`src/logic/login_link_params.svh`:
```
// constants for the login exchange between host initiator and processor device
`ifndef LOGIN_LINK_PARAMS_SVH
`define LOGIN_LINK_PARAMS_SVH
`define PASSWORD_VALUE      32'h52544320
`define SECRET_SIZE_VALUE   16'h0000
`define RESPONSE_BUF_BYTES  16'h000c
`define OP_LOGIN            4'h0
`define LUN_VALUE           16'h0001
`define RESPONSE_LEN_BYTES  16'h000c
`define STATUS_OK           8'h00
`define STATUS_REJECT       8'h01
`define STATUS_RAW_OK       8'h02
`define STATUS_RAW_ILLEGAL  8'h03
`define REG_CTRL            4'h0
`define REG_STATUS          4'h1
`define REG_IRQ             4'h2
`define REG_MASK            4'h3
`define REG_RECONNECT       4'h4
`define REG_HANDLE          4'h5
`define REG_AGENT_LO        4'h6
`define REG_AGENT_HI        4'h7
`define REG_STAT_SINK_LO    4'h8
`define REG_STAT_SINK_HI    4'h9
`define REG_RESP_LO         4'ha
`define REG_RESP_HI         4'hb
`define REG_SEND_DATA       4'hc
`define REG_LAST_STATUS     4'hd
`define CTRL_LOGIN_BIT      0
`define CTRL_SEND_BIT       1
`define CTRL_RAW_BIT        2
`define CTRL_PREP_BIT       3
`define IRQ_DONE_BIT        0
`define IRQ_FAIL_BIT        1
`define IRQ_STATUS_BIT      2
`define IRQ_SEND_BIT        3
`define CR_BYTE             8'h0d
`define LF_BYTE             8'h0a
`define NUL_BYTE            8'h00
`endif

```
`src/logic/login_link_pkg.sv`:
```
// types shared by both ends of the login exchange
package login_link_pkg;
   typedef struct packed
   {
      logic [31:0] password;
      logic [63:0] response_addr;
      logic        notify;
      logic [1:0]  req_format;
      logic        exclusive;
      logic [3:0]  rejoin_exp;
      logic [3:0]  operation;
      logic [15:0] lun;
      logic [15:0] secret_size;
      logic [15:0] response_len;
      logic [63:0] status_sink;
   } login_req_t;

   typedef struct packed
   {
      logic [15:0] length;
      logic [15:0] session_handle;
      logic [63:0] agent_base;
   } login_resp_t;

   typedef enum logic [1:0]
   {
      SEND_TEXT,
      SEND_RAW,
      SEND_PREP
   } send_kind_t;
endpackage : login_link_pkg

```
`src/logic/login_link_if.sv`:
```
// link between host initiator and processor device
`timescale 1ns/10ps
interface login_link_if;
   logic                      req_valid;
   login_link_pkg::login_req_t req;
   logic                      resp_valid;
   login_link_pkg::login_resp_t resp;
   logic                      send_valid;
   login_link_pkg::send_kind_t send_kind;
   logic [15:0]               send_handle;
   logic [7:0]                send_byte;
   logic                      send_last;
   logic                      status_valid;
   logic [63:0]               status_addr;
   logic [7:0]                status_code;

   modport host
   (
      output req_valid, req, send_valid, send_kind, send_handle, send_byte, send_last,
      input  resp_valid, resp, status_valid, status_addr, status_code
   );
   modport device
   (
      input  req_valid, req, send_valid, send_kind, send_handle, send_byte, send_last,
      output resp_valid, resp, status_valid, status_addr, status_code
   );
endinterface : login_link_if

```
`src/logic/login_host.sv`:
```
// host initiator end: builds the login request and send transfers
`timescale 1ns/10ps
`include "login_link_params.svh"
module login_host (
   // clock and reset
   input  wire logic        core_clk,
   input  wire logic        reset,
   // link
   login_link_if.host       link,
   // register port
   input  wire logic [3:0]  reg_addr,
   input  wire logic [31:0] reg_wdata,
   input  wire logic        reg_wr,
   input  wire logic        reg_rd,
   output logic [31:0]      reg_rdata,
   // interrupt
   output logic             irq
);
   typedef enum logic [1:0] {H_IDLE, H_SEND, H_TERM} hstate_t;
   hstate_t     state_ff;
   logic [3:0]  ctrl_ff;
   logic [3:0]  irq_ff;
   logic [3:0]  mask_ff;
   logic [3:0]  rejoin_ff;
   logic [63:0] sink_ff;
   logic [63:0] resp_addr_ff;
   logic [15:0] handle_ff;
   logic [63:0] agent_ff;
   logic [7:0]  last_status_ff;
   logic [7:0]  data_ff;
   logic        data_full_ff;
   logic [1:0]  term_ff;
   logic        logged_ff;
   logic        prep_ok_ff;
   login_link_pkg::send_kind_t kind_ff;
   logic [3:0]  ev;
   function automatic logic [31:0] lo_word(input logic [63:0] v);
      lo_word = v[31:0];
   endfunction : lo_word
   // register writes
   always_ff @(posedge core_clk)
   begin
      if (reset)
      begin
         mask_ff      <= 4'h0;
         rejoin_ff    <= 4'h0;
         sink_ff      <= 64'h0;
         resp_addr_ff <= 64'h0;
      end
      else if (reg_wr)
      begin
         case (reg_addr)
            `REG_MASK:         mask_ff <= reg_wdata[3:0];
            `REG_RECONNECT:    rejoin_ff <= reg_wdata[3:0];
            `REG_STAT_SINK_LO: sink_ff[31:0] <= reg_wdata;
            `REG_STAT_SINK_HI: sink_ff[63:32] <= reg_wdata;
            `REG_RESP_LO:      resp_addr_ff[31:0] <= reg_wdata;
            `REG_RESP_HI:      resp_addr_ff[63:32] <= reg_wdata;
            default:           ;
         endcase
      end
   end
   // events: login done, login failed, status received, send finished
   assign ev[`IRQ_DONE_BIT]   = link.resp_valid;
   assign ev[`IRQ_FAIL_BIT]   = link.status_valid && link.status_code == `STATUS_REJECT;
   assign ev[`IRQ_STATUS_BIT] = link.status_valid;
   assign ev[`IRQ_SEND_BIT]   = link.send_valid && link.send_last;
   // set wins over a write-one clear in the same cycle
   always_ff @(posedge core_clk)
   begin
      if (reset)
      begin
         irq_ff <= 4'h0;
         irq    <= 1'b0;
      end
      else
      begin
         irq_ff <= (irq_ff & ~((reg_wr && reg_addr == `REG_IRQ) ? reg_wdata[3:0] : 4'h0)) | ev;
         irq    <= |(irq_ff & mask_ff);
      end
   end
   // login answers and status from the device
   always_ff @(posedge core_clk)
   begin
      if (reset)
      begin
         handle_ff      <= 16'h0000;
         agent_ff       <= 64'h0;
         logged_ff      <= 1'b0;
         last_status_ff <= 8'h00;
         prep_ok_ff     <= 1'b0;
      end
      else
      begin
         if (link.resp_valid)
         begin
            handle_ff <= link.resp.session_handle;
            agent_ff  <= link.resp.agent_base;
            logged_ff <= link.resp.length == `RESPONSE_LEN_BYTES;
         end
         if (link.status_valid)
         begin
            last_status_ff <= link.status_code;
            prep_ok_ff     <= kind_ff == login_link_pkg::SEND_PREP && link.status_code == `STATUS_OK;
         end
      end
   end
   // login request, one cycle, fixed fields per the exchange
   always_ff @(posedge core_clk)
   begin
      if (reset)
      begin
         link.req_valid <= 1'b0;
         link.req       <= '0;
      end
      else
      begin
         link.req_valid <= reg_wr && reg_addr == `REG_CTRL && reg_wdata[`CTRL_LOGIN_BIT] && state_ff == H_IDLE;
         link.req.password      <= `PASSWORD_VALUE;
         link.req.secret_size   <= `SECRET_SIZE_VALUE;
         link.req.response_addr <= resp_addr_ff;
         link.req.response_len  <= `RESPONSE_BUF_BYTES;
         link.req.notify        <= 1'b1;
         link.req.req_format    <= 2'h0;
         link.req.exclusive     <= 1'b1;
         link.req.rejoin_exp    <= rejoin_ff;
         link.req.operation     <= `OP_LOGIN;
         link.req.lun           <= `LUN_VALUE;
         link.req.status_sink   <= sink_ff;
      end
   end
   // send data staging: one byte per write to the send data register
   always_ff @(posedge core_clk)
   begin
      if (reset)
      begin
         data_ff      <= 8'h00;
         data_full_ff <= 1'b0;
         ctrl_ff      <= 4'h0;
      end
      else
      begin
         if (reg_wr && reg_addr == `REG_SEND_DATA)
         begin
            data_ff      <= reg_wdata[7:0];
            data_full_ff <= 1'b1;
         end
         else if (state_ff == H_SEND)
            data_full_ff <= 1'b0;
         if (reg_wr && reg_addr == `REG_CTRL)
            ctrl_ff <= reg_wdata[3:0];
      end
   end
   // send machine; text commands close with CR, LF, zero
   always_ff @(posedge core_clk)
   begin
      if (reset)
      begin
         state_ff         <= H_IDLE;
         kind_ff          <= login_link_pkg::SEND_TEXT;
         term_ff          <= 2'h0;
         link.send_valid  <= 1'b0;
         link.send_kind   <= login_link_pkg::SEND_TEXT;
         link.send_handle <= 16'h0000;
         link.send_byte   <= 8'h00;
         link.send_last   <= 1'b0;
      end
      else
      begin
         link.send_valid  <= 1'b0;
         link.send_last   <= 1'b0;
         link.send_handle <= handle_ff;
         case (state_ff)
            H_IDLE:
            begin
               if (data_full_ff && logged_ff)
               begin
                  if (ctrl_ff[`CTRL_RAW_BIT] && prep_ok_ff)
                     kind_ff <= login_link_pkg::SEND_RAW;
                  else if (ctrl_ff[`CTRL_PREP_BIT])
                     kind_ff <= login_link_pkg::SEND_PREP;
                  else
                     kind_ff <= login_link_pkg::SEND_TEXT;
                  if (!ctrl_ff[`CTRL_RAW_BIT] || prep_ok_ff)
                     state_ff <= H_SEND;
               end
            end
            H_SEND:
            begin
               link.send_valid <= 1'b1;
               link.send_kind  <= kind_ff;
               link.send_byte  <= data_ff;
               if (ctrl_ff[`CTRL_SEND_BIT])
               begin
                  if (kind_ff == login_link_pkg::SEND_RAW)
                  begin
                     link.send_last <= 1'b1;
                     state_ff       <= H_IDLE;
                  end
                  else
                  begin
                     term_ff  <= 2'h0;
                     state_ff <= H_TERM;
                  end
               end
               else
                  state_ff <= H_IDLE;
            end
            H_TERM:
            begin
               link.send_valid <= 1'b1;
               link.send_kind  <= kind_ff;
               term_ff         <= term_ff + 2'h1;
               case (term_ff)
                  2'h0:    link.send_byte <= `CR_BYTE;
                  2'h1:    link.send_byte <= `LF_BYTE;
                  default:
                  begin
                     link.send_byte <= `NUL_BYTE;
                     link.send_last <= 1'b1;
                     state_ff       <= H_IDLE;
                  end
               endcase
            end
            default: state_ff <= H_IDLE;
         endcase
      end
   end
   // register read, data one cycle later
   always_ff @(posedge core_clk)
   begin
      if (reset)
         reg_rdata <= 32'h0;
      else if (reg_rd)
      begin
         case (reg_addr)
            `REG_CTRL:        reg_rdata <= {28'h0, ctrl_ff};
            `REG_STATUS:      reg_rdata <= {28'h0, prep_ok_ff, data_full_ff, state_ff != H_IDLE, logged_ff};
            `REG_IRQ:         reg_rdata <= {28'h0, irq_ff};
            `REG_MASK:        reg_rdata <= {28'h0, mask_ff};
            `REG_RECONNECT:   reg_rdata <= {28'h0, rejoin_ff};
            `REG_HANDLE:      reg_rdata <= {16'h0, handle_ff};
            `REG_AGENT_LO:    reg_rdata <= lo_word(agent_ff);
            `REG_AGENT_HI:    reg_rdata <= agent_ff[63:32];
            `REG_STAT_SINK_LO: reg_rdata <= lo_word(sink_ff);
            `REG_STAT_SINK_HI: reg_rdata <= sink_ff[63:32];
            `REG_RESP_LO:     reg_rdata <= lo_word(resp_addr_ff);
            `REG_RESP_HI:     reg_rdata <= resp_addr_ff[63:32];
            `REG_LAST_STATUS: reg_rdata <= {24'h0, last_status_ff};
            default:          reg_rdata <= 32'h0;
         endcase
      end
      else
         reg_rdata <= 32'h0;
   end
endmodule : login_host

```
`src/flat_wrapper.sv`:
```
// flat-port wrapper written by rule: the top's interface ports become plain ports
module login_host_flat 
  (core_clk, reset, reg_addr, reg_wdata, reg_wr, reg_rd, reg_rdata, irq, link_req_valid, link_req, link_send_valid, link_send_kind, link_send_handle, link_send_byte, link_send_last, link_resp_valid, link_resp, link_status_valid, link_status_addr, link_status_code);
  login_link_if link_i ();
  input  wire logic core_clk;
  input  wire logic reset;
  input  wire logic [3:0] reg_addr;
  input  wire logic [31:0] reg_wdata;
  input  wire logic reg_wr;
  input  wire logic reg_rd;
  output logic [31:0] reg_rdata;
  output logic irq;
  output wire logic [$bits(link_i.req_valid)-1:0] link_req_valid;
  output wire logic [$bits(link_i.req)-1:0] link_req;
  output wire logic [$bits(link_i.send_valid)-1:0] link_send_valid;
  output wire logic [$bits(link_i.send_kind)-1:0] link_send_kind;
  output wire logic [$bits(link_i.send_handle)-1:0] link_send_handle;
  output wire logic [$bits(link_i.send_byte)-1:0] link_send_byte;
  output wire logic [$bits(link_i.send_last)-1:0] link_send_last;
  input wire logic [$bits(link_i.resp_valid)-1:0] link_resp_valid;
  input wire logic [$bits(link_i.resp)-1:0] link_resp;
  input wire logic [$bits(link_i.status_valid)-1:0] link_status_valid;
  input wire logic [$bits(link_i.status_addr)-1:0] link_status_addr;
  input wire logic [$bits(link_i.status_code)-1:0] link_status_code;
  assign link_req_valid = link_i.req_valid;
  assign link_req = link_i.req;
  assign link_send_valid = link_i.send_valid;
  assign link_send_kind = link_i.send_kind;
  assign link_send_handle = link_i.send_handle;
  assign link_send_byte = link_i.send_byte;
  assign link_send_last = link_i.send_last;
  assign link_i.resp_valid = link_resp_valid;
  assign link_i.resp = link_resp;
  assign link_i.status_valid = link_status_valid;
  assign link_i.status_addr = link_status_addr;
  assign link_i.status_code = link_status_code;
  login_host u_core (.core_clk(core_clk), .reset(reset), .link(link_i), .reg_addr(reg_addr), .reg_wdata(reg_wdata), .reg_wr(reg_wr), .reg_rd(reg_rd), .reg_rdata(reg_rdata), .irq(irq));
endmodule
```
`config.mk`:
```
export PLATFORM = sky130hd
export DESIGN_NAME = login_host_flat
export DESIGN_NICKNAME = d
export VERILOG_FILES = /design/src/logic/login_link_pkg.sv /design/src/logic/login_link_if.sv /design/src/logic/login_host.sv /design/src/flat_wrapper.sv
export VERILOG_INCLUDE_DIRS = /design/src /design/src/logic
export SDC_FILE = /design/constraint.sdc
export NUM_CORES = 1
export LEC_CHECK = 0
export ABC_AREA = 1
export BUFFER_PORTS_ARGS = -buffer_cell sky130_fd_sc_hd__buf_4
export CAP_MARGIN = 40
export CORE_AREA = 3 3 192 194
export DETAILED_ROUTE_END_ITERATION = 8
export DIE_AREA = 0 0 195 197
export PLACE_DENSITY = 0.81
export SYNTH_ARGS = -nofsm -noshare
export SYNTH_HDL_FRONTEND = slang
export SYNTH_SLANG_ARGS = --single-unit
```
`constraint.sdc`:
```
create_clock -name core_clk -period 2.8 [get_ports core_clk]
set_input_delay 0.14 -clock core_clk [delete_from_list [all_inputs] [get_ports core_clk]]
set_output_delay 0.14 -clock core_clk [all_outputs]
set_load 0.02 [all_outputs]
```
After elaboration in Yosys (flattened, before gate mapping)
Index checks and enable logic that the tools add are counted.

Input port bits: 210. Logic and storage cells: 123. Output and inout bits: 282. Register bits: 530.

$add $sub $neg: 1. Equal/unequal tests: 25. Muxes and demuxes: 23. Reductions and logical operators: 32. Bitwise logic cells: 5.

Operator list (number): 32-bit case mux with 13 select lines (1); 219-bit 2-to-1 mux (1); 4-bit equality test, second input constant (6); 2-bit 2-to-1 mux (9); 16-bit by 4-bit equality test with 1-bit output, second input constant (1); 4-bit by 3-bit equality test with 1-bit output, second input constant (4); 8-bit case mux with 2 select lines (1); 2-bit AND reduction (7); 1-bit logical AND (10); 4-bit AND (2); 4-bit by 2-bit equality test with 1-bit output, second input constant (2); 8-bit by 1-bit equality test with 1-bit output, second input constant (1); 8-bit logical NOT (1); 2-bit != test, second input constant (4); 4-bit case mux with 2 select lines (1); 2-bit by 1-bit equality test with 1-bit output, second input constant (3); 1-bit 2-to-1 mux (6); 2-bit case mux with 3 select lines (1); 3-bit AND reduction (2); 2-bit nonzero test (3); 2-bit OR reduction (3); 2-bit equality test, second input constant (2); 4-bit by 1-bit equality test with 1-bit output, second input constant (1); 2-bit logical NOT (2); other kinds (12) (12).

Longest topological paths before layout
Gate-level depths: netlist (run 1).

Depth in word-level cells: 6. Gate-level depth with buffers: 10. Depth with buffers taken out: 9.

Worst setup path before layout (run 1)
No wires, ideal clock.

Path kind: register to register. Start point: reg u_core.state_ff[0]. End point: reg u_core.term_ff[0]. Clock period less this slack: 1.339 ns. Slack: 1.461 ns. Arrival time: 1.222 ns. Stages on the path, launching flop included: 8. Buffers on the path: 0. Required time: 2.683 ns. Path through: dfxtp_1 > inv_1 > ha_1 > inv_1 > a21oi_1 > inv_1 > a21oi_1 > nor2_1.

Longest elaborated chain between the ends: 3. Elaborated cells on any way between the ends: 7. Classes of those cells: 4 x eq/ne; 1 x mux; 2 x reduce/logical.

RTL lines: start: declaration (line login_host.sv:20) `hstate_t state_ff;`; start signal: assignment (line login_host.sv:159) `state_ff <= H_IDLE;`; start signal: assignment (line login_host.sv:185) `state_ff <= H_SEND;`; start signal: assignment (line login_host.sv:198) `state_ff <= H_IDLE;`; 2-bit by 1-bit equality test with 1-bit output or 2-bit equality test (tied branches) (line login_host.sv:173) `case (state_ff)`; 2-bit by 1-bit != test with 1-bit output (no source line), or another cell as far along; 3-bit AND reduction (no source line); end signal: assignment (line login_host.sv:213) `term_ff <= term_ff + 2'h1;`; end: declaration (line login_host.sv:32) `logic [1:0] term_ff;`.

Several ways; a longest one is shown, not always the timed one. A chain may end at the register's enable or synchronous reset.

Worst setup path in the final report (run 1)
Start point: in link_resp[86]. End point: reg u_core.logged_ff.

Longest elaborated chain between the ends: 1.

RTL lines: start: declaration (line flat_wrapper.sv:21) `input wire logic [$bits(link_i.resp)-1:0] link_resp;`; 16-bit by 4-bit equality test with 1-bit output (no source line); end signal: assignment (line login_host.sv:99) `` logged_ff <= link.resp.length == `RESPONSE_LEN_BYTES; ``; end: declaration (line login_host.sv:33) `logic logged_ff;`.

No other way between the ends.

==> impl_metrics.json, run 1 <==
{
  "r2r_cells": 8,
  "regArea_mm2": 0.008889,
  "tightestPinTransition_ps": 831.4,
  "fillerInstances": 2858,
  "holdCritPathClass": "input port to flop",
  "yosys.area_share.xor_xnor_pct": 0,
  "ant_nets": 0,
  "worst_r2r_startpoint": "u_core.state_ff[0]",
  "min_period_ps": 1919,
  "grt_first_pass_wirelength_um": 83310,
  "switchingPower_mw": 3.736,
  "timing.clock.skew_ps": 15.39,
  "drv_cap": 0,
  "post_cts_resized": 0,
  "final_hold_viol_count": 0,
  "critical_path_class": "input port to flop",
  "headroom_to_the_max_slew_limit_pct": 44.44,
  "setup.reg_to_reg.worst_slack_ps": 1240,
  "die-height_um": 197,
  "clk_pin_slew_worst_paths_ps": 70,
  "worstPathCellList": "dlygate4sd3_1 -> buf_4 -> nor4_1 -> dlygate4sd3_1 -> nand3_1 -> dlygate4sd3_1 -> a21oi_1",
  "num_vias": 15300,
  "critPathMostFrequentCell": "sky130_fd_sc_hd__dlygate4sd3_1",
  "detail_route.drc_violations": 0,
  "setup.worst_path.start": "link_resp[86]",
  "synth-seq-cells": 444,
  "cp.required_ps": 3290,
  "multi_input_comb_area_mm2": 0.005655,
  "power.internal_mw": 11.24,
  "dominant_combinational_cell_family_by_area_after_synthesis": "compound AO/OA/AOI/OAI gates",
  "fin_setup_tns_ps": 0,
  "rows": 69,
  "cts_tree": "yes",
  "synth_seq_area_share_pct": 55.08,
  "mux_cell_area_share_after_synthesis_pct": 0,
  "ys.flop_type": "sky130_fd_sc_hd__dfxtp_1",
  "critPathLaunchType": "input port",
  "pwr-share-clk_pct": 43.5,
  "io_buffer_count": 354,
  "cts-buffers-inserted": 45,
  "run_status": "complete, no violations",
  "hpwl_um": 35630,
  "synth_top_area_share_pct": 55.08,
  "power-per-cell-area_mw_per_mm2": 687.3,
  "synthCells": 2032,
  "clock_path_buffers": 3,
  "detailed_route_wire_length_per_cell_um": 18.53,
  "clock-root-buffer": "sky130_fd_sc_hd__clkbuf_16",
  "max_clock_freq_ghz": 0.5212,
  "p_seq_share_pct": 44.8,
  "die_area_mm2": 0.03842,
  "globalplace.congestion": 0.8990,
  "synth-async-reset-ratio_pct": 0,
  "design.core.area_mm2": 0.03540,
  "fraction_of_layout_instances_using_a_drive_strength_above_1_pct": 19.22,
  "average_vias_per_placed_instance": 5.153,
  "antenna_violations_before_repair": 7,
  "synth_enable_flop_cells": 0,
  "slowest_stage": "sky130_fd_sc_hd__dlygate4sd3_1",
  "clock_latency_ps": 570,
  "ys_warn_count": 0,
  "h-tree-depth": 2,
  "cp.arrival_ps": 2410,
  "grt_start_max_net_pins": 165,
  "overall_power_after_layout_mw": 14.98,
  "worst_r2r_endpoint": "u_core.state_ff[1]",
  "layout_commonest_cell": "sky130_fd_sc_hd__dfxtp_1",
  "cts_num_sinks": 444,
  "maximum_vdd_ir_drop_uv": 683.7,
  "globalRouteOverflowTotal": 0,
  "hold_buffers": 131,
  "initial_utilization_pct": 45.59,
  "rsz0062_at_grt": "no",
  "synth-simple-area-share_pct": 15.85,
  "final_nets": 2681,
  "timing.final.setup_violations": 0,
  "pin_count": 492,
  "synth_adder_area_share_pct": 0.3877,
  "critPathMaxStageDelay_ps": 630,
  "leakagePower_nw": 9.367,
  "power.share.switching_pct": 24.95,
  "synthDistinctLibCells": 31,
  "synth.largest_area_cell": "sky130_fd_sc_hd__dfxtp_1",
  "postCtsSetupRepairBufs": 0,
  "report.final.slew_viol_count": 0,
  "syn2layout_area_growth_pct": 35.03,
  "detail_route.iter0.violations": 1097,
  "post-route-period-util_pct": 68.53,
  "most_frequent_cells_in_the_layout": "444 x sky130_fd_sc_hd__dfxtp_1, 379 x sky130_fd_sc_hd__buf_4, 361 x sky130_fd_sc_hd__nor2_1",
  "firstDrtPassIters": 6,
  "critical_path.max_fanout": 1,
  "kind_of_end_point_of_the_critical_path": "flop",
  "dieWidth_um": 195,
  "syn_area_mm2": 0.01614,
  "wirelength_um": 55040,
  "comb_power_share_pct": 11.6,
  "grt_util_overall_pct": 27.47,
  "yosys-top-cells-area": "sky130_fd_sc_hd__dfxtp_1 55%, sky130_fd_sc_hd__o21ai_0 8.9%, sky130_fd_sc_hd__nor2_1 8.4%",
  "crit_path_end": "u_core.logged_ff",
  "min-delay-start": "link_resp_valid",
  "first_global_vias": 15290,
  "syn-mean-instance-area_um2": 7.942,
  "synth_compound_area_share_pct": 17.05
}
per-layer routing:
layer  track usage, %  share of wire, %  wire length [um]  vias up
met3            6.017               9.2              5062      191
met4            14.68               5.6              3069        0
met1            30.90                36             19570     7033
li1                 -                 -                 -     7214
met5                0                 0                 0        -
met2            48.80                50             27350      866
registers in the layout (all words and copies together), names as in the netlist, 8 cells and up:
register                 count
u_core.data_ff               8
u_core.handle_ff            16
u_core.link.req            133
u_core.reg_rdata            32
u_core.sink_ff              64
u_core.link.send_handle     16
u_core.last_status_ff        8
u_core.agent_ff             64
u_core.resp_addr_ff         64
u_core.link.send_byte        8
cells by family after synthesis:
logic type	Yosys count
AND/OR/NAND/NOR	637
AO/OA/AOI/OAI	541
flip-flops	444
buffers and inverters	404
adder cells (fa/ha/maj)	5
other	1
area by class of cell:
cell class              count  area share, %
multi-input cells        1256          25.95
repair buffers            514          19.44
well taps                 461          2.647
diodes                      7        0.08039
flip-flops and latches    444          40.79
clock inverters            15          1.125
inverters                 205          3.560
clock buffers              68          6.402
worst min path at each step:
| stage | endpoint | cells past startpoint | slack [ps] |
|---|---|---|---|
| global placement | u_core.agent_ff[41] | 3 | 370 |
| CTS | u_core.agent_ff[7] | 3 | 0.8 |
| detailed placement | u_core.agent_ff[55] | 3 | 360 |
| global route | u_core.agent_ff[7] | 3 | 10 |
| finish | u_core.agent_ff[7] | 3 | 20 |
| floorplan | u_core.agent_ff[0] | 2 | 270 |
worst max-delay path, delay by kind of cell:
| family | cells | cell delay [ps] |
|---|---|---|
| AOI/OAI and AO/OA | 1 | 110 |
| buffers and inverters | 4 | 1880 |
| and+or+nand+nor | 2 | 290 |
cells in the mapped netlist (2+ instances only):
master and instances:
sky130_fd_sc_hd__o21ai_1 20, sky130_fd_sc_hd__inv_2 4, sky130_fd_sc_hd__buf_4 88, sky130_fd_sc_hd__ha_1 5, sky130_fd_sc_hd__o211ai_1 10, sky130_fd_sc_hd__nor2_1 362, sky130_fd_sc_hd__o22ai_1 3, sky130_fd_sc_hd__nand3_1 57
sky130_fd_sc_hd__o21ai_0 288, sky130_fd_sc_hd__buf_2 16, sky130_fd_sc_hd__dfxtp_1 444, sky130_fd_sc_hd__nand4_1 3, sky130_fd_sc_hd__clkbuf_1 92, sky130_fd_sc_hd__nor3_1 17, sky130_fd_sc_hd__a41oi_1 2, sky130_fd_sc_hd__inv_1 200
sky130_fd_sc_hd__nand2_2 5, sky130_fd_sc_hd__nor2_4 4, sky130_fd_sc_hd__buf_1 2, sky130_fd_sc_hd__a21oi_1 216, sky130_fd_sc_hd__nand2_1 182, sky130_fd_sc_hd__nor2_2 3
through the flow:
| step | utilization (%) | area [um2] | worst slack (ps) | hold slack (ps) | instances |
|---|---|---|---|---|---|
| global route | 61.56 | 21790 | 799.9 | 9.816 | 2970 |
| detailed placement | 53.17 | 18820 | 910.6 | 364.6 | 2749 |
| floorplan | - | 16410 | 1461 | 274.9 | 2104 |
| CTS | 61.51 | 21770 | 1011 | 0.8348 | 2963 |
| global placement | 53.17 | 18820 | 969.9 | 368.4 | 2749 |
| finish | 61.56 | 21790 | 881.3 | 15.52 | 2970 |
power by group through the flow:
stage          sequential, mW  combinational (mW)  clock [mW]
2_1_floorplan            6.94               0.873           0
3_3_place_gp             6.83                1.50           0
3_5_place_dp             6.84                1.53           0
4_1_cts                  6.70                1.70        6.58
5_1_grt                  6.73                1.90        6.84
6_report                 6.71                1.74        6.52
No activity file was read; power rests on OpenSTA's default activity.
==> inputs of run 2 (changes only) <==
Settings changed: CORE_AREA 3 3 192 194 to not set, CORE_ASPECT_RATIO set to 0.75, CORE_MARGIN set to 3, CORE_UTILIZATION set to 51, DIE_AREA 0 0 195 197 to not set, PLACE_DENSITY 0.81 to 0.88.
Clock period 2.8 ns to 2.01 ns, I/O delays scaled along.
==> run 2 against run 1 <==
  * Worst setup slack worse by 790 ps
  * Clock skew is 7.7 ps higher
  * Via count is 3.1% higher
  * Non-clock buffer count is 19 higher
  * Cell count is 1.8% lower
  * Combinational power is 45% higher
  * Final area is 0.43% lower
  * Critical path type unchanged
  * Largest cell class unchanged
==> impl_metrics.json, run 2 (synthesized netlist as in run 1, its figures left out) <==
{
  "run_status": "complete, no violations",
  "firstDrtPassIters": 6,
  "clock_latency_ps": 550,
  "power.share.switching_pct": 25.93,
  "critPathMaxStageDelay_ps": 570,
  "drv_cap": 0,
  "first_global_vias": 15250,
  "fillerInstances": 2209,
  "pin_count": 492,
  "ant_nets": 0,
  "design.core.area_mm2": 0.03069,
  "regArea_mm2": 0.008889,
  "final_nets": 2696,
  "critPathLaunchType": "input port",
  "clock-root-buffer": "sky130_fd_sc_hd__clkbuf_16",
  "slowest_stage": "sky130_fd_sc_hd__dlygate4sd3_1",
  "p_seq_share_pct": 46.3,
  "grt_util_overall_pct": 33.26,
  "timing.final.setup_violations": 0,
  "maximum_vdd_ir_drop_uv": 776.9,
  "max_reg_flops": 133,
  "dieWidth_um": 211.4,
  "switchingPower_mw": 5.237,
  "grt_first_pass_wirelength_um": 87910,
  "critical_path_class": "input port to flop",
  "most_frequent_cells_in_the_layout": "444 x sky130_fd_sc_hd__dfxtp_1, 388 x sky130_fd_sc_hd__buf_4, 361 x sky130_fd_sc_hd__nor2_1",
  "multi_input_comb_area_mm2": 0.005655,
  "detailed_route_wire_length_per_cell_um": 20.19,
  "rsz0062_at_grt": "no",
  "hpwl_um": 38030,
  "cp.required_ps": 2490,
  "post-route-period-util_pct": 95.62,
  "headroom_to_the_max_slew_limit_pct": 44.54,
  "initial_utilization_pct": 52.58,
  "holdCritPathClass": "input port to flop",
  "globalplace.congestion": 0.9914,
  "syn2layout_area_growth_pct": 34.45,
  "antenna_violations_before_repair": 3,
  "tightestPinTransition_ps": 831.9,
  "final_hold_viol_count": 0,
  "power-per-cell-area_mw_per_mm2": 930.9,
  "critical_path.max_fanout": 46,
  "clk_pin_slew_worst_paths_ps": 70,
  "timing.clock.skew_ps": 23.13,
  "io_buffer_count": 354,
  "min_period_ps": 1922,
  "fin_setup_tns_ps": 0,
  "layout_commonest_cell": "sky130_fd_sc_hd__dfxtp_1",
  "postCtsSetupRepairBufs": 0,
  "pwr-share-clk_pct": 41.2,
  "cts-buffers-inserted": 41,
  "grt_start_max_net_pins": 165,
  "leakagePower_nw": 9.399,
  "die_area_mm2": 0.03384,
  "cts_tree": "yes",
  "h-tree-depth": 2,
  "clock_path_buffers": 3,
  "kind_of_end_point_of_the_critical_path": "flop",
  "report.final.slew_viol_count": 0,
  "detail_route.iter0.violations": 1950,
  "fraction_of_layout_instances_using_a_drive_strength_above_1_pct": 19.37,
  "num_vias": 15790,
  "die-height_um": 160.1,
  "power.internal_mw": 14.96,
  "comb_power_share_pct": 12.5,
  "globalRouteOverflowTotal": 0,
  "rows": 55,
  "cp.arrival_ps": 2400,
  "regMostFlops": "u_core.link.req",
  "detail_route.drc_violations": 0,
  "wirelength_um": 58860,
  "final_util_pct": 70.69,
  "cts_num_sinks": 444,
  "worstPathCellList": "dlygate4sd3_1 -> buf_4 -> inv_6 -> buf_12 -> buf_12 -> o21ai_0 -> a21oi_1 -> dlygate4sd3_1",
  "average_vias_per_placed_instance": 5.413,
  "max_clock_freq_ghz": 0.5203
}
[run 2: cell types whose count changed in the layout (fill, tap and decap cells not counted), sizes merged, moves of 2 or more]
cell | previous run | this run
dlygate4sd3 | 131 | 139
clkinv | 5 | 10
inv | 204 | 206
diode | 7 | 3
clkbuf | 68 | 58
buf | 383 | 394
clkinvlp | 5 | 2
[run 2: layout make-up]
| type | instances | share of cell area, % |
|---|---|---|
| Antenna cell | 3 | 0.03460 |
| Clock buffer | 58 | 5.530 |
| Clock inverter | 18 | 1.159 |
| Inverter | 205 | 3.593 |
| Multi-Input combinational cell | 1256 | 26.07 |
| Sequential cell | 444 | 40.97 |
| Tap cell | 399 | 2.301 |
| Timing Repair Buffer | 533 | 20.35 |
[run 2: path summary, 6_finish.rpt]
kind / start / endpoint / slack, ps / cells past startpoint
worst min register to register: u_core.sink_ff[60] / u_core.link.req[60] / 430 / 2
worst max register to register: u_core.state_ff[0] / u_core.term_ff[1] / 420 / 7
worst max-delay path: reset / u_core.handle_ff[11] / 90 / 8
worst min-delay path: link_resp_valid / u_core.agent_ff[31] / 60 / 4
[run 2: worst max-delay path: cells and delay by family]
| kind | cells | cell delay, ps |
|---|---|---|
| buffers and inverters | 6 | 1990 |
| AO/OA/AOI/OAI | 2 | 280 |
[run 2: metal layers]
metal	up-vias	part of all wire [%]	wire length, um	global-route usage [%]
met4	2	3.4	1990	11.44
met5	-	0.019	11	0
met1	7377	42	24740	46.96
li1	7246	-	-	-
met2	1020	43	25400	49.60
met3	140	11	6715	8.641
[run 2: what timing repair did]
| action | in CTS | in global routing |
|---|---|---|
| endpoints found under the hold margin | 252 | 0 |
| hold buffers | 139 | 0 |
| setup endpoints to repair | 0 | 2 |
| resized for setup | 0 | 2 |
[run 2: power by group through the flow]
stage / Clock, mW / Combinational (mW) / Sequential (mW)
6_report: 8.32 / 2.52 / 9.36
5_1_grt: 8.74 / 2.69 / 9.38
4_1_cts: 8.35 / 2.43 / 9.35
3_5_place_dp: 0 / 2.18 / 9.54
3_3_place_gp: 0 / 2.12 / 9.53
2_1_floorplan: 0 / 1.22 / 9.67
[run 2: through the flow]
stage          hold WS (ps)  cell area [um2]  setup slack, ps  cells  total power [mW]
2_1_floorplan         235.4            16410            670.5   2104             10.89
3_3_place_gp          327.8            18840            443.3   2698             11.65
3_5_place_dp          331.5            18840            358.1   2698             11.72
4_1_cts               19.07            21680            160.2   2913             20.12
5_1_grt               79.54            21690            43.85   2914             20.81
6_report              58.48            21700            87.99   2916             20.20
==> inputs of run 3 (changes only) <==
Settings changed: PLACE_DENSITY 0.88 to 0.82.
==> run 3 against run 2 <==
  * Utilization fell by 0.40 points
  * Via count fell by 2.6%
  * Final area fell by 0.57%
  * Critical endpoint is now u_core.logged_ff
  * Worst hold slack improved by 36 ps
  * Sequential power is essentially flat
  * Clock power fell by 2%
  * Critical path type unchanged
  * Non-clock buffer count is 9 lower
  * Critical path depth is 1 lower
  * Cell count shrank 0.34%
  * First-iteration DRC count fell by 6.1%
  * Maximum frequency is 2.0% higher
  * Highest routed layer unchanged
  * Register-to-register slack got worse by 110 ps
==> impl_metrics.json, run 3 (synthesized netlist as in run 1, its figures left out) <==
{
  "critical_path.max_fanout": 1,
  "clock-root-buffer": "sky130_fd_sc_hd__clkbuf_16",
  "post-route-period-util_pct": 93.76,
  "ant_nets": 0,
  "clock_latency_ps": 540,
  "grt_util_overall_pct": 31.94,
  "average_vias_per_placed_instance": 5.290,
  "wirelength_um": 56480,
  "fraction_of_layout_instances_using_a_drive_strength_above_1_pct": 19.27,
  "die-height_um": 160.1,
  "rows": 55,
  "cp.required_ps": 2480,
  "worst_slack_ps": 125.5,
  "clk_pin_slew_worst_paths_ps": 70,
  "syn2layout_area_growth_pct": 33.68,
  "most_frequent_cells_in_the_layout": "444 x sky130_fd_sc_hd__dfxtp_1, 390 x sky130_fd_sc_hd__buf_4, 361 x sky130_fd_sc_hd__nor2_1",
  "instances_no_fill": 2906,
  "dieWidth_um": 211.4,
  "use_met1_pct": 46.27,
  "kind_of_end_point_of_the_critical_path": "flop",
  "fillerInstances": 2290,
  "regMostFlops": "u_core.link.req",
  "overall_power_after_layout_mw": 20.05,
  "design.core.area_mm2": 0.03069,
  "initial_utilization_pct": 52.58,
  "critical_path_class": "input port to flop",
  "die_area_mm2": 0.03384,
  "pin_count": 492,
  "dpl_worst_slack_ps": 251.5,
  "cp.arrival_ps": 2350,
  "rsz0062_at_grt": "no",
  "regArea_mm2": 0.008889,
  "timing.final.setup_violations": 0,
  "globalRouteOverflowTotal": 0,
  "holdWs_ps": 94.72,
  "postCtsSetupRepairBufs": 0,
  "multi_input_comb_area_mm2": 0.005655,
  "max_clock_freq_ghz": 0.5306,
  "timing.clock.skew_ps": 8.957,
  "min_period_ps": 1884,
  "global_route.peak_usage_layer": "met2",
  "grt_first_pass_wirelength_um": 84170,
  "run_status": "complete, no violations",
  "firstDrtPassIters": 7,
  "detail_route.iter0.violations": 1832,
  "headroom_to_the_max_slew_limit_pct": 44.04,
  "dp.cells": 2700,
  "holdCritPathClass": "input port to flop",
  "fin_setup_tns_ps": 0,
  "maximum_vdd_ir_drop_uv": 620.5,
  "first_global_vias": 14490,
  "final_hold_viol_count": 0,
  "detail_route.drc_violations": 0,
  "num_vias": 15370,
  "grt_start_max_net_pins": 165,
  "tightestPinTransition_ps": 839.5,
  "detailed_route_wire_length_per_cell_um": 19.44,
  "cts_tree": "yes",
  "hpwl_um": 37820,
  "grt_use_met3_pct": 8.170,
  "clock_path_buffers": 3,
  "h-tree-depth": 2,
  "report.final.slew_viol_count": 0,
  "io_buffer_count": 354,
  "cts_num_sinks": 444,
  "layout_commonest_cell": "sky130_fd_sc_hd__dfxtp_1",
  "critPathLaunchType": "input port",
  "leakagePower_nw": 9.320,
  "max_reg_flops": 133,
  "power-per-cell-area_mw_per_mm2": 929.2,
  "antenna_violations_before_repair": 8,
  "cts-buffers-inserted": 42,
  "grt.met2_usage_pct": 46.33,
  "globalplace.congestion": 0.9561,
  "final_nets": 2688,
  "drv_cap": 0
}
## run 3: changes by cell type in the layout (fill, tap and decap cells not counted), sizes merged
cell         delta
dlygate4sd3    -11
buf             +2
inv             -2
diode           +3
clkinv          -2
## run 3: metrics by stage
stage                     instance area (um2)  util, %
after floorplan                         16410        -
after global routing                    21570    70.27
after detailed placement                18870    61.47
final                                   21570    70.29
after CTS                               21560    70.24
after global placement                  18870    61.47
## run 3: final cells by class
cell class | instances | share of cell area, %
diodes | 6 | 0.06960
clock buffers | 58 | 5.574
clock inverters | 14 | 0.9628
inverters | 205 | 3.596
multi-input cells | 1256 | 26.22
flip-flops and latches | 444 | 41.20
well taps | 399 | 2.314
repair buffers | 524 | 20.07
## run 3: what timing repair did
action | 4_1_cts | 5_1_grt
gates resized for setup | 0 | 0
hold buffers | 128 | 0
hold endpoints to repair | 241 | 0
## run 3: power by group
part	leakage (nW)	switching, mW	total, mW	internal, mW
combinational	5.02	1.57	2.51	0.943
clock	0.689	3.35	8.17	4.82
sequential	3.61	0.196	9.36	9.17
total	9.32	5.11	20.0	14.9
## run 3: worst paths after layout
path                 startpoint                       end  slack [ps]  cells after the start
min             link_resp_valid       u_core.agent_ff[14]          90                      4
max               link_resp[86]          u_core.logged_ff         130                      7
max reg2reg  u_core.state_ff[0]  u_core.link.send_byte[3]         310                      8
min reg2reg   u_core.sink_ff[2]        u_core.link.req[2]         450                      2
## run 3: per-layer routing
metal / wire, um / up-vias
li1: - / 7232
met1: 24660 / 7120
met2: 23550 / 890
met3: 6397 / 126
met4: 1831 / 6
met5: 37 / -
## run 3: critical path: stages
cell	delay, ps
sky130_fd_sc_hd__dlygate4sd3_1	550
sky130_fd_sc_hd__buf_4	140
sky130_fd_sc_hd__nor4_1	180
sky130_fd_sc_hd__dlygate4sd3_1	590
sky130_fd_sc_hd__nand3_1	70
sky130_fd_sc_hd__dlygate4sd3_1	580
sky130_fd_sc_hd__a21oi_1	130
